**src/core/vtad_pkg.sv**
```systemverilog
// constants and carriers for the vector table and address decode block
// assumes one 100 MHz clock, a synchronous active-low reset, and word addresses
// What this block does
// each vector slot is two words
// handler reach limited to 19-bit addresses
// base offsets 0 and 2 are reset overlays
// reset base overlays boot and watchdog words
// vectors 2 to 5 fixed at level 3
// debug vectors 6 to 10 programmable 1-3
// soft vectors 11-13 levels 2-0, 45 lowest
// peripheral vectors programmable 0-2, reserved never requested
// flash raises separate vectors 18, 19, 20
// converter raises vectors 40, 41, 42
// all decoded addresses are 16-bit words
// program decode flash, RAM, else reserved
// data RAM aliases program RAM; peripherals; debug
// serve by level, then lowest vector
// table location comes from vector base
// nothing pending above mask gives no request
package vtad_pkg;

    localparam int unsigned ADDR_W      = 24;
    localparam int unsigned VEC_W       = 6;
    localparam int unsigned LVL_W       = 3;
    localparam int unsigned NUM_VECTORS = 46;
    localparam int unsigned HANDLER_W   = 19;
    localparam int unsigned RAM_WORD_W  = 11;
    localparam int unsigned DBG_FIRST   = 6;
    localparam int unsigned DBG_COUNT   = 5;
    localparam int unsigned PER_FIRST   = 16;
    localparam int unsigned PER_COUNT   = 29;

    // level codes: ordered so that a plain compare gives precedence
    localparam logic [2:0] LVL_OFF = 3'h0;
    localparam logic [2:0] LVL_M1  = 3'h1;
    localparam logic [2:0] LVL_0   = 3'h2;
    localparam logic [2:0] LVL_1   = 3'h3;
    localparam logic [2:0] LVL_2   = 3'h4;
    localparam logic [2:0] LVL_3   = 3'h5;

    localparam logic [23:0] VBASE_RST  = 24'h000000;
    localparam logic [23:0] BOOT_OFF   = 24'h000000;
    localparam logic [23:0] WDOG_OFF   = 24'h000002;
    localparam logic [23:0] FLASH_LO   = 24'h000000;
    localparam logic [23:0] FLASH_HI   = 24'h001FFF;
    localparam logic [23:0] PRAM_LO    = 24'h008000;
    localparam logic [23:0] PRAM_HI    = 24'h0087FF;
    localparam logic [23:0] DRAM_LO    = 24'h000000;
    localparam logic [23:0] DRAM_HI    = 24'h0007FF;
    localparam logic [23:0] PERIPH_LO  = 24'h00F000;
    localparam logic [23:0] PERIPH_HI  = 24'h00FFFF;
    localparam logic [23:0] DEBUG_LO   = 24'hFFFF00;
    localparam logic [23:0] DEBUG_HI   = 24'hFFFFFF;

    typedef struct packed {
        logic        req;
        logic [5:0]  vector;
        logic [2:0]  level;
        logic [23:0] slot;
    } vtad_irq_s;

    typedef struct packed {
        logic        flash;
        logic        ram;
        logic        rsvd;
        logic [10:0] ram_word;
    } vtad_psel_s;

    typedef struct packed {
        logic        ram;
        logic        periph;
        logic        debug;
        logic        rsvd;
        logic [10:0] ram_word;
    } vtad_dsel_s;

endpackage

```
**src/core/vtad_addr_decode.sv**
```systemverilog
// program and data space word-address decode, registered selects
// assumes addresses are presented synchronous to clock_in
`timescale 1ns/100ps
module vtad_addr_decode (
    input  logic                 clock_in,
    input  logic                 rst_b_in,
    input  logic [23:0]          prog_addr_in,
    input  logic [23:0]          data_addr_in,
    output vtad_pkg::vtad_psel_s psel_out,
    output vtad_pkg::vtad_dsel_s dsel_out
);

    function automatic logic in_range(input logic [23:0] a,
                                      input logic [23:0] lo,
                                      input logic [23:0] hi);
        in_range = (a >= lo) && (a <= hi);
    endfunction

    // every address is a word index, never shifted by byte lanes
    wire p_flash = in_range(prog_addr_in, vtad_pkg::FLASH_LO,
                            vtad_pkg::FLASH_HI);
    wire p_ram   = in_range(prog_addr_in, vtad_pkg::PRAM_LO,
                            vtad_pkg::PRAM_HI);
    wire d_ram   = in_range(data_addr_in, vtad_pkg::DRAM_LO,
                            vtad_pkg::DRAM_HI);
    wire d_per   = in_range(data_addr_in, vtad_pkg::PERIPH_LO,
                            vtad_pkg::PERIPH_HI);
    wire d_dbg   = in_range(data_addr_in, vtad_pkg::DEBUG_LO,
                            vtad_pkg::DEBUG_HI);
    wire [23:0] p_off = prog_addr_in - vtad_pkg::PRAM_LO;
    wire [23:0] d_off = data_addr_in - vtad_pkg::DRAM_LO;

    vtad_pkg::vtad_psel_s psel_d;
    vtad_pkg::vtad_dsel_s dsel_d;
    assign psel_d = '{flash: p_flash, ram: p_ram,
                      rsvd: !(p_flash || p_ram),
                      ram_word: p_ram ? p_off[10:0] : 11'h000};
    // both spaces land on the same RAM word index
    assign dsel_d = '{ram: d_ram, periph: d_per, debug: d_dbg,
                      rsvd: !(d_ram || d_per || d_dbg),
                      ram_word: d_ram ? d_off[10:0] : 11'h000};

    always_ff @(posedge clock_in) begin
        if (!rst_b_in) begin
            psel_out <= '0;
            dsel_out <= '0;
        end else begin
            psel_out <= psel_d;
            dsel_out <= dsel_d;
        end
    end
endmodule

```
**src/core/vtad_vector_ctrl.sv**
```systemverilog
// interrupt vector table, priority arbitration and address decode top
// assumes level-sensitive sources held until serviced, synchronous inputs
`timescale 1ns/100ps
module vtad_vector_ctrl #(
    parameter int unsigned NUM_VECTORS = vtad_pkg::NUM_VECTORS
) (
    input  logic                   clock_in,
    input  logic                   rst_b_in,
    input  logic [NUM_VECTORS-1:0] src_in,
    input  logic [9:0]             dbg_prio_in,
    input  logic [57:0]            per_prio_in,
    input  logic [2:0]             mask_level_in,
    input  logic                   vector_base_wr_in,
    input  logic [23:0]            vector_base_in,
    input  logic [23:0]            handler_target_in,
    input  logic [23:0]            prog_addr_in,
    input  logic [23:0]            data_addr_in,
    output vtad_pkg::vtad_irq_s    irq_out,
    output logic [23:0]            boot_slot_out,
    output logic [23:0]            wdog_slot_out,
    output logic                   handler_reach_ok_out,
    output vtad_pkg::vtad_psel_s   psel_out,
    output vtad_pkg::vtad_dsel_s   dsel_out
);

    // level of vector n; 0 in a 2-bit priority field disables the source
    function automatic logic [2:0] vtad_level(input int n,
                                              input logic [9:0] dbg,
                                              input logic [57:0] per);
        logic [1:0] p;
        p = 2'h0;
        vtad_level = vtad_pkg::LVL_OFF;
        if (n >= 2 && n <= 5) begin
            vtad_level = vtad_pkg::LVL_3;
        end else if (n >= 6 && n <= 10) begin
            p = dbg[2*(n-6) +: 2];
            if (p != 2'h0) begin
                vtad_level = 3'(vtad_pkg::LVL_0 + {1'b0, p});
            end
        end else if (n == 11) begin
            vtad_level = vtad_pkg::LVL_2;
        end else if (n == 12) begin
            vtad_level = vtad_pkg::LVL_1;
        end else if (n == 13) begin
            vtad_level = vtad_pkg::LVL_0;
        end else if (n >= 16 && n <= 44 && n != 21 && n != 33 && n != 34) begin
            // flash 18-20 and converter 40-42 keep separate vectors
            p = per[2*(n-16) +: 2]; // see R09
            if (p != 2'h0) begin
                vtad_level = 3'(vtad_pkg::LVL_M1 + {1'b0, p});
            end
        end else if (n == 45) begin
            vtad_level = vtad_pkg::LVL_M1;
        end
    endfunction

    logic [23:0] vbase_q;
    logic [2:0]  lvl_w [NUM_VECTORS];
    logic [2:0]  best_lvl;
    logic [5:0]  best_vec;
    logic [NUM_VECTORS-1:0] src_q;
    vtad_pkg::vtad_irq_s irq_d;

    // vectors 0, 1 and the reserved numbers always decode to off
    for (genvar g = 0; g < NUM_VECTORS; g++) begin : g_lvl
        assign lvl_w[g] = vtad_level(g, dbg_prio_in, per_prio_in);
    end

    // descending scan with >= lets the lower vector win a tie
    always_comb begin
        best_lvl = vtad_pkg::LVL_OFF;
        best_vec = 6'h00;
        for (int n = NUM_VECTORS - 1; n >= 2; n--) begin
            if (src_in[n] && lvl_w[n] != vtad_pkg::LVL_OFF
                && lvl_w[n] >= best_lvl) begin
                best_lvl = lvl_w[n];
                best_vec = 6'(n);
            end
        end
    end

    wire any_above = best_lvl > mask_level_in;
    wire [23:0] slot_w = 24'(vbase_q + {17'h00000, best_vec, 1'b0});

    assign irq_d = '{req: any_above,
                     vector: any_above ? best_vec : 6'h00,
                     level: any_above ? best_lvl : vtad_pkg::LVL_OFF,
                     slot: any_above ? slot_w : 24'h000000};

    // the slot holds one instruction word pair, so the target must fit
    wire reach_ok = handler_target_in[23:vtad_pkg::HANDLER_W] == 5'h00;

    always_ff @(posedge clock_in) begin
        if (!rst_b_in) begin
            vbase_q <= vtad_pkg::VBASE_RST;
        end else if (vector_base_wr_in) begin
            vbase_q <= vector_base_in;
        end
    end

    always_ff @(posedge clock_in) begin
        if (!rst_b_in) begin
            irq_out              <= '0;
            handler_reach_ok_out <= 1'b0;
        end else begin
            irq_out              <= irq_d;
            handler_reach_ok_out <= reach_ok;
        end
    end

    // sources as the arbiter saw them, so a grant can be traced back
    always_ff @(posedge clock_in) begin
        src_q <= src_in;
    end

    // overlay slots track the base; at reset they sit on words 0 and 2
    assign boot_slot_out = 24'(vbase_q + vtad_pkg::BOOT_OFF);
    assign wdog_slot_out = 24'(vbase_q + vtad_pkg::WDOG_OFF);

    vtad_addr_decode u_decode (
        .clock_in     (clock_in),
        .rst_b_in     (rst_b_in),
        .prog_addr_in (prog_addr_in),
        .data_addr_in (data_addr_in),
        .psel_out     (psel_out),
        .dsel_out     (dsel_out)
    );
endmodule

```
**config.mk**
```make
export PLATFORM = sky130hd
export DESIGN_NAME = vtad_vector_ctrl
export DESIGN_NICKNAME = d
export VERILOG_FILES = /design/src/core/vtad_pkg.sv /design/src/core/vtad_addr_decode.sv /design/src/core/vtad_vector_ctrl.sv
export SDC_FILE = /design/constraint.sdc
export NUM_CORES = 1
export LEC_CHECK = 0
export BUFFER_PORTS_ARGS = -buffer_cell sky130_fd_sc_hd__buf_2
export CELL_PAD_IN_SITES_DETAIL_PLACEMENT = 1
export CELL_PAD_IN_SITES_GLOBAL_PLACEMENT = 1
export CORE_MARGIN = 5
export CORE_UTILIZATION = 34
export DETAILED_ROUTE_END_ITERATION = 16
export GPL_ROUTABILITY_DRIVEN = 0
export MAX_ROUTING_LAYER = met4
export PLACE_DENSITY_LB_ADDON = 0.1
export SLEW_MARGIN = 40
export SYNTH_ARGS = -nofsm -noshare
export SYNTH_HDL_FRONTEND = slang
export SYNTH_SLANG_ARGS = --single-unit
export TNS_END_PERCENT = 20
```
**constraint.sdc**
```tcl
create_clock -name clock_in -period 45.4 [get_ports clock_in]
set_input_delay 4.54 -clock clock_in [delete_from_list [all_inputs] [get_ports clock_in]]
set_output_delay 4.54 -clock clock_in [all_outputs]
set_load 0.02 [all_outputs]
```
### Word level (Yosys, flattened, before mapping)

Cells that the tools add are included.

* $add $sub $neg: 34
* multiply operators: 0
* divide/modulo/power cells: 0
* order comparisons: 49
* eq/ne operators: 0
* shifts and indexed selects: 0
* muxes and demuxes: 109
* bitwise logic cells: 0
* reduce and logical (&&, ||, !) cells: 145

Operators with widths (count)
* $mux 6: 39
* $mux 3: 69
* $ge 3x3->1: 31
* $reduce_bool 3->1: 31
* $add 1x2->3 const A: 26
* $logic_and 1x1->1: 74
* $reduce_bool 2->1: 31
* $ge 24x1->1 const B: 2
* $ge 24x16->1 const B: 2
* $le 24x16->1 const B: 2
* $add 24x2->24 const B: 1
* $add 24x7->24: 1
* $ge 24x24->1 const B: 1
* $le 24x11->1 const B: 1
* $le 24x13->1 const B: 1
* $le 24x24->1 const B: 1
* $add 2x2->3 const A: 5
* $ge 3x3->1 const A: 5
* $sub 11x1->11 const B: 1
* $ge 2x3->1 const A: 2
* $reduce_and 2->1: 3
* $logic_not 5->1: 1
* $gt 3x3->1: 1
* $logic_or 1x1->1: 3
* other kinds (2): 3

* register bits: 88
* bits in latches: 0
* RAM bits: 0
* bits in read-only memories: 0
* input port bits: 216
* output and inout port bits: 112
* word-level logic and storage cells: 352
* memories: 0

### Longest topological paths before layout

* word-level depth: 119
* gate-level depth with buffers: 230
* gate-level depth less buffers: 225

### Hierarchy

A second synthesis with hierarchy kept.

* cell total of the unflattened synthesis: 1314
* area, all modules: 10171.0 sq um

By module, submodules not included
* vtad_vector_ctrl: times used 1, cells an instance 1223, area each 9172.5 sq um, sequential area each 1181.1 sq um
* vtad_addr_decode: times used 1, cells an instance 91, area each 998.5 sq um, sequential area each 580.6 sq um

### Least setup slack after synthesis

No wires, ideal clock.

* kind: input to register
* from: in per_prio_in[56]
* to: reg irq_out[21] (netlist name)
* library setup time: 0.071 ns
* arrival time: 45.700 ns
* data required time: 45.329 ns
* setup slack: -0.371 ns
* stages on the path: 218
* path buffers: 5
* cell sequence: inv_1 > ha_1 > nor2b_1 > nand2b_1 > nand2_1 > ha_1 > nor2b_1 > o21ai_1 > nand2_1 > nor2_1 > a31oi_1 > ha_1 > nand2b_1 > a31oi_1 > a21oi_1 > o21bai_1 > mux2_2 > ha_1 > [182 not listed] > nor2b_1 > o21a_1 > nor2_1 > and4_1 > buf_4 > o21bai_1 > and2_1 > ha_1 > fa_1 > a21o_1 > a21oi_1 > o21bai_1 > a21oi_1 > or2_2 > clkbuf_1 > or3_1 > or3_1 > a21oi_1

* elaborated cells between the ends (all ways): 160
* those cells by class: 2 x add/sub; 39 x order compare; 77 x mux; 42 x reduce/logical

RTL lines
* start, declared: RTL line vtad_vector_ctrl.sv:11 `input logic [57:0] per_prio_in,`
* $add 1x2->3 / $reduce_bool 2->1 (equally long branches): RTL line vtad_vector_ctrl.sv:50, vtad_vector_ctrl.sv:49
* $mux 3 (*): RTL line vtad_vector_ctrl.sv:49 `if (p != 2'h0) begin`
* branches (longest 114 deep; another with $ge 3x3->1)
* $mux 6 (*): RTL line vtad_vector_ctrl.sv:74 `if (src_in[n] && lvl_w[n] != vtad_pkg::LVL_OFF`
* net best_vec[0]: RTL line vtad_vector_ctrl.sv:60 `logic [5:0] best_vec;`
* $add 24x7->24 (*): RTL line vtad_vector_ctrl.sv:83 `wire [23:0] slot_w = 24'(vbase_q + {17'h00000, best_vec, 1'b0});`
* end signal, assigned: RTL line vtad_vector_ctrl.sv:106 `irq_out <= irq_d;`
* end, declared: RTL line vtad_vector_ctrl.sv:18 `output vtad_pkg::vtad_irq_s irq_out,`

Mark *: on every way through the listed nets, which the timed path passes.
A chain may end at the register's enable or synchronous reset.

### Worst setup path after layout

Ends and elaborated chain as after synthesis.

==> flow_metrics.env <==
export IMPL_status="completed"
export IMPL_fp_dieW_um=183.4
export IMPL_grt_first_pass_wirelength_um=58480
export IMPL_setup_tns_ns=0
export IMPL_clk_path_buf_depth=2
export IMPL_max_stage_delay_ns=0.47
export IMPL_cp_required_ns=45.68
export IMPL_arrival_ns=44.12
export IMPL_gr_total_overflow=0
export IMPL_crit_path_start_kind="primary input"
export IMPL_viasPerCell=5.189
export IMPL_n_fill_cell=3648
export IMPL_r2r_start="vbase_q[1]"
export IMPL_async_flop_share=0
export IMPL_cts_hold_buf=0
export IMPL_seq_area_frac_synth=0.1723
export IMPL_final_common_cell="buf_2"
export IMPL_fin_crit_sh=0.9656
export IMPL_yosys_area_top_type="ha_1"
export IMPL_start_util=0.3449
export IMPL_root_buffer="clkbuf_16"
export IMPL_ioPinCount=328
export IMPL_cp_end_kind="flop"
export IMPL_rows=63
export IMPL_clock_sinks=88
export IMPL_timing_critical_path_mode_cell="ha_1"
export IMPL_synth_edf_count=0
export IMPL_syn_to_final_growth_pct=54.01
export IMPL_report_final_slew_viol_count=0
export IMPL_reg2reg_to="irq_out[21]"
export IMPL_avgSynthCellArea_sq_um=7.943
export IMPL_min_from="vbase_q[0]"
export IMPL_clock_fmax_mhz=22.81
export IMPL_die_h_um=183.4
export IMPL_slowest_stage="o41a_1"
export IMPL_hold_path_end="irq_out[0]"
export IMPL_maxSlewHeadroom=0.4740
export IMPL_cts_buffers=9
export IMPL_syn_inst=1287
export IMPL_grt_pass1_vias=11850
export IMPL_crit_fanout=5
export IMPL_syn_area_sq_mm=0.01022
export IMPL_drive_gt1_frac=0.4610
export IMPL_seqCellArea_sq_mm=0.001762
export IMPL_worst_pin_slew_ns=0.7837
export IMPL_synth_top_area_frac=0.1848
export IMPL_synthesis_nets=1655
export IMPL_dp_hpwl_um=31450
export IMPL_grt_max_degree=32
export IMPL_reg2reg_depth=10
export IMPL_setup_viol=0
export IMPL_min_period_ns=43.84
export IMPL_routed_wirelength_um=39020
export IMPL_clock_skew_ns=0.007548
export IMPL_dieArea_sq_mm=0.03363
export IMPL_clk_pin_slew_ns=0.07
export IMPL_design_core_area_sq_mm=0.02964
export IMPL_whs_path_depth=1
export IMPL_wl_per_cell_um=17.40
export IMPL_grt_use_total=0.2139
export IMPL_final_cell_mix="293 x buf_2, 277 x buf_4, 130 x ha_1"
export IMPL_ant_nets=0
export IMPL_insertion_delay_ns=0.35
export IMPL_hp_class="reg -> reg"
export IMPL_nets=2211
export IMPL_hold_viol=0
export IMPL_portBuffers=295
export IMPL_htreeDepth=3
export IMPL_dr_total_vias=11630
export IMPL_drv_cap=0
export IMPL_synth_cell_types=107
export IMPL_cts_tree="done"
export IMPL_critPathKind="in -> reg"
export IMPL_synth_main_ff_cell="dfxtp_1"
export IMPL_antenna_found_initial=4
export IMPL_first_pass_iters=4
export IMPL_synth_warnings=0
export IMPL_drt_iter0_drc=294
export IMPL_drc=0
export IMPL_synth_seq_cells=88
export IMPL_synthTopCellsByArea="ha_1 18%, dfxtp_1 17%, inv_1 4.0%, nor2_1 4.0%, nand2_1 3.2%"
export IMPL_r2r_slack_ns=42.60
export IMPL_multi_input_area_sq_mm=0.009139
[synth_stat cells (6+ instances only)]
library cell,number
inv_1,110
dfxtp_1,88
o21a_1,27
nor4_1,9
clkbuf_1,24
or2_2,14
o21bai_1,9
nor3_1,30
xor2_1,16
mux2i_1,27
and3_1,16
nand3_1,29
mux2_2,6
a31oi_1,12
o21ai_1,11
a2111oi_2,6
ha_1,151
and2_1,44
a21o_1,16
o211ai_1,21
o21ai_0,54
nand4_1,13
nor2b_1,51
a211oi_1,8
nor3b_1,6
o31ai_1,8
a211oi_2,6
nor2_1,108
or3_1,13
nand2b_1,35
nand2_1,86
xnor2_1,19
a21oi_1,57
o31a_1,6
nand3b_1,6
[logic make-up (layout without fill, tap and decap cells)]
kind of cell             count (synthesis)  count (layout)  share of synthesized area
AO/OA/AOI/OAI                          349             349                     0.2716
adder cells (fa/ha/maj)                154             154                     0.1887
flip-flops                              88              88                     0.1723
AND/OR/NAND/NOR                        484             484                     0.2487
multiplexers                            34              34                    0.03452
XOR/XNOR                                35              35                    0.02999
buffers and inverters                  143             704                    0.05410
other                                    0               4                          0
[worst max-delay path by stage]
stage          cells past startpoint       startpoint     endpoint  slack [ns]
5_1_grt                          221  per_prio_in[56]  irq_out[21]       -0.55
6_report                         222  per_prio_in[56]  irq_out[21]        1.56
4_1_cts                          220  per_prio_in[56]  irq_out[21]       0.008
3_3_place_gp                     216  per_prio_in[56]  irq_out[21]       -0.79
3_5_place_dp                     218  per_prio_in[56]  irq_out[21]       -2.03
2_1_floorplan                    218  per_prio_in[56]  irq_out[21]        0.05
[sequential cells by signal, summed over array words and instances, names as in the netlist]
| register | flops |
|---|---|
| vbase_q | 24 |
| irq_out | 34 |
| u_decode.dsel_out | 15 |
| handler_reach_ok_out | 1 |
| u_decode.psel_out | 14 |
[per-layer routing]
metal  wire length (um)  track usage
met2              21100       0.4070
met1              15980       0.2425
met4                565      0.03337
met3               1374      0.02658
met5                  0            -
[layout make-up]
| class | instances | area share |
|---|---|---|
| well taps | 390 | 0.03099 |
| flip-flops and latches | 88 | 0.1119 |
| clock inverters | 6 | 0.004609 |
| inverters | 112 | 0.02670 |
| repair buffers | 576 | 0.2295 |
| diodes | 4 | 0.0006358 |
| clock buffers | 10 | 0.01518 |
| multi-input cells | 1056 | 0.5805 |
[critical path, delay by kind of cell]
family                   cells  cell delay, ns
AO/OA/AOI/OAI               92           16.32
AND/OR/NAND/NOR             73           10.34
adder cells (fa/ha/maj)     33            8.63
buffers and inverters       18            2.30
multiplexers                 6            1.95
[metrics by stage]
stage / hold slack (ns) / std cells / instance area [sq um] / utilization / setup WS (ns)
after floorplan: 0.4775 / 1287 / 10230 / - / 0.04930
final: 0.5184 / 2242 / 15740 / 0.5312 / 1.564
after global placement: 0.5156 / 2170 / 13780 / 0.4650 / -0.7947
after global routing: 0.5365 / 2242 / 15740 / 0.5312 / -0.5474
after detailed placement: 0.5180 / 2170 / 13800 / 0.4655 / -2.034
after CTS: 0.5300 / 2201 / 14410 / 0.4860 / 0.007692
[timing repair]
item	CTS	global route
setup buffers	15	40
resized for setup	45	201
pin swaps	19	151
endpoints found under the setup margin	34	34
Power is left out: the tool's default activity adds up to more than one toggle a clock period on the data nets, which glitch-free logic cannot reach.
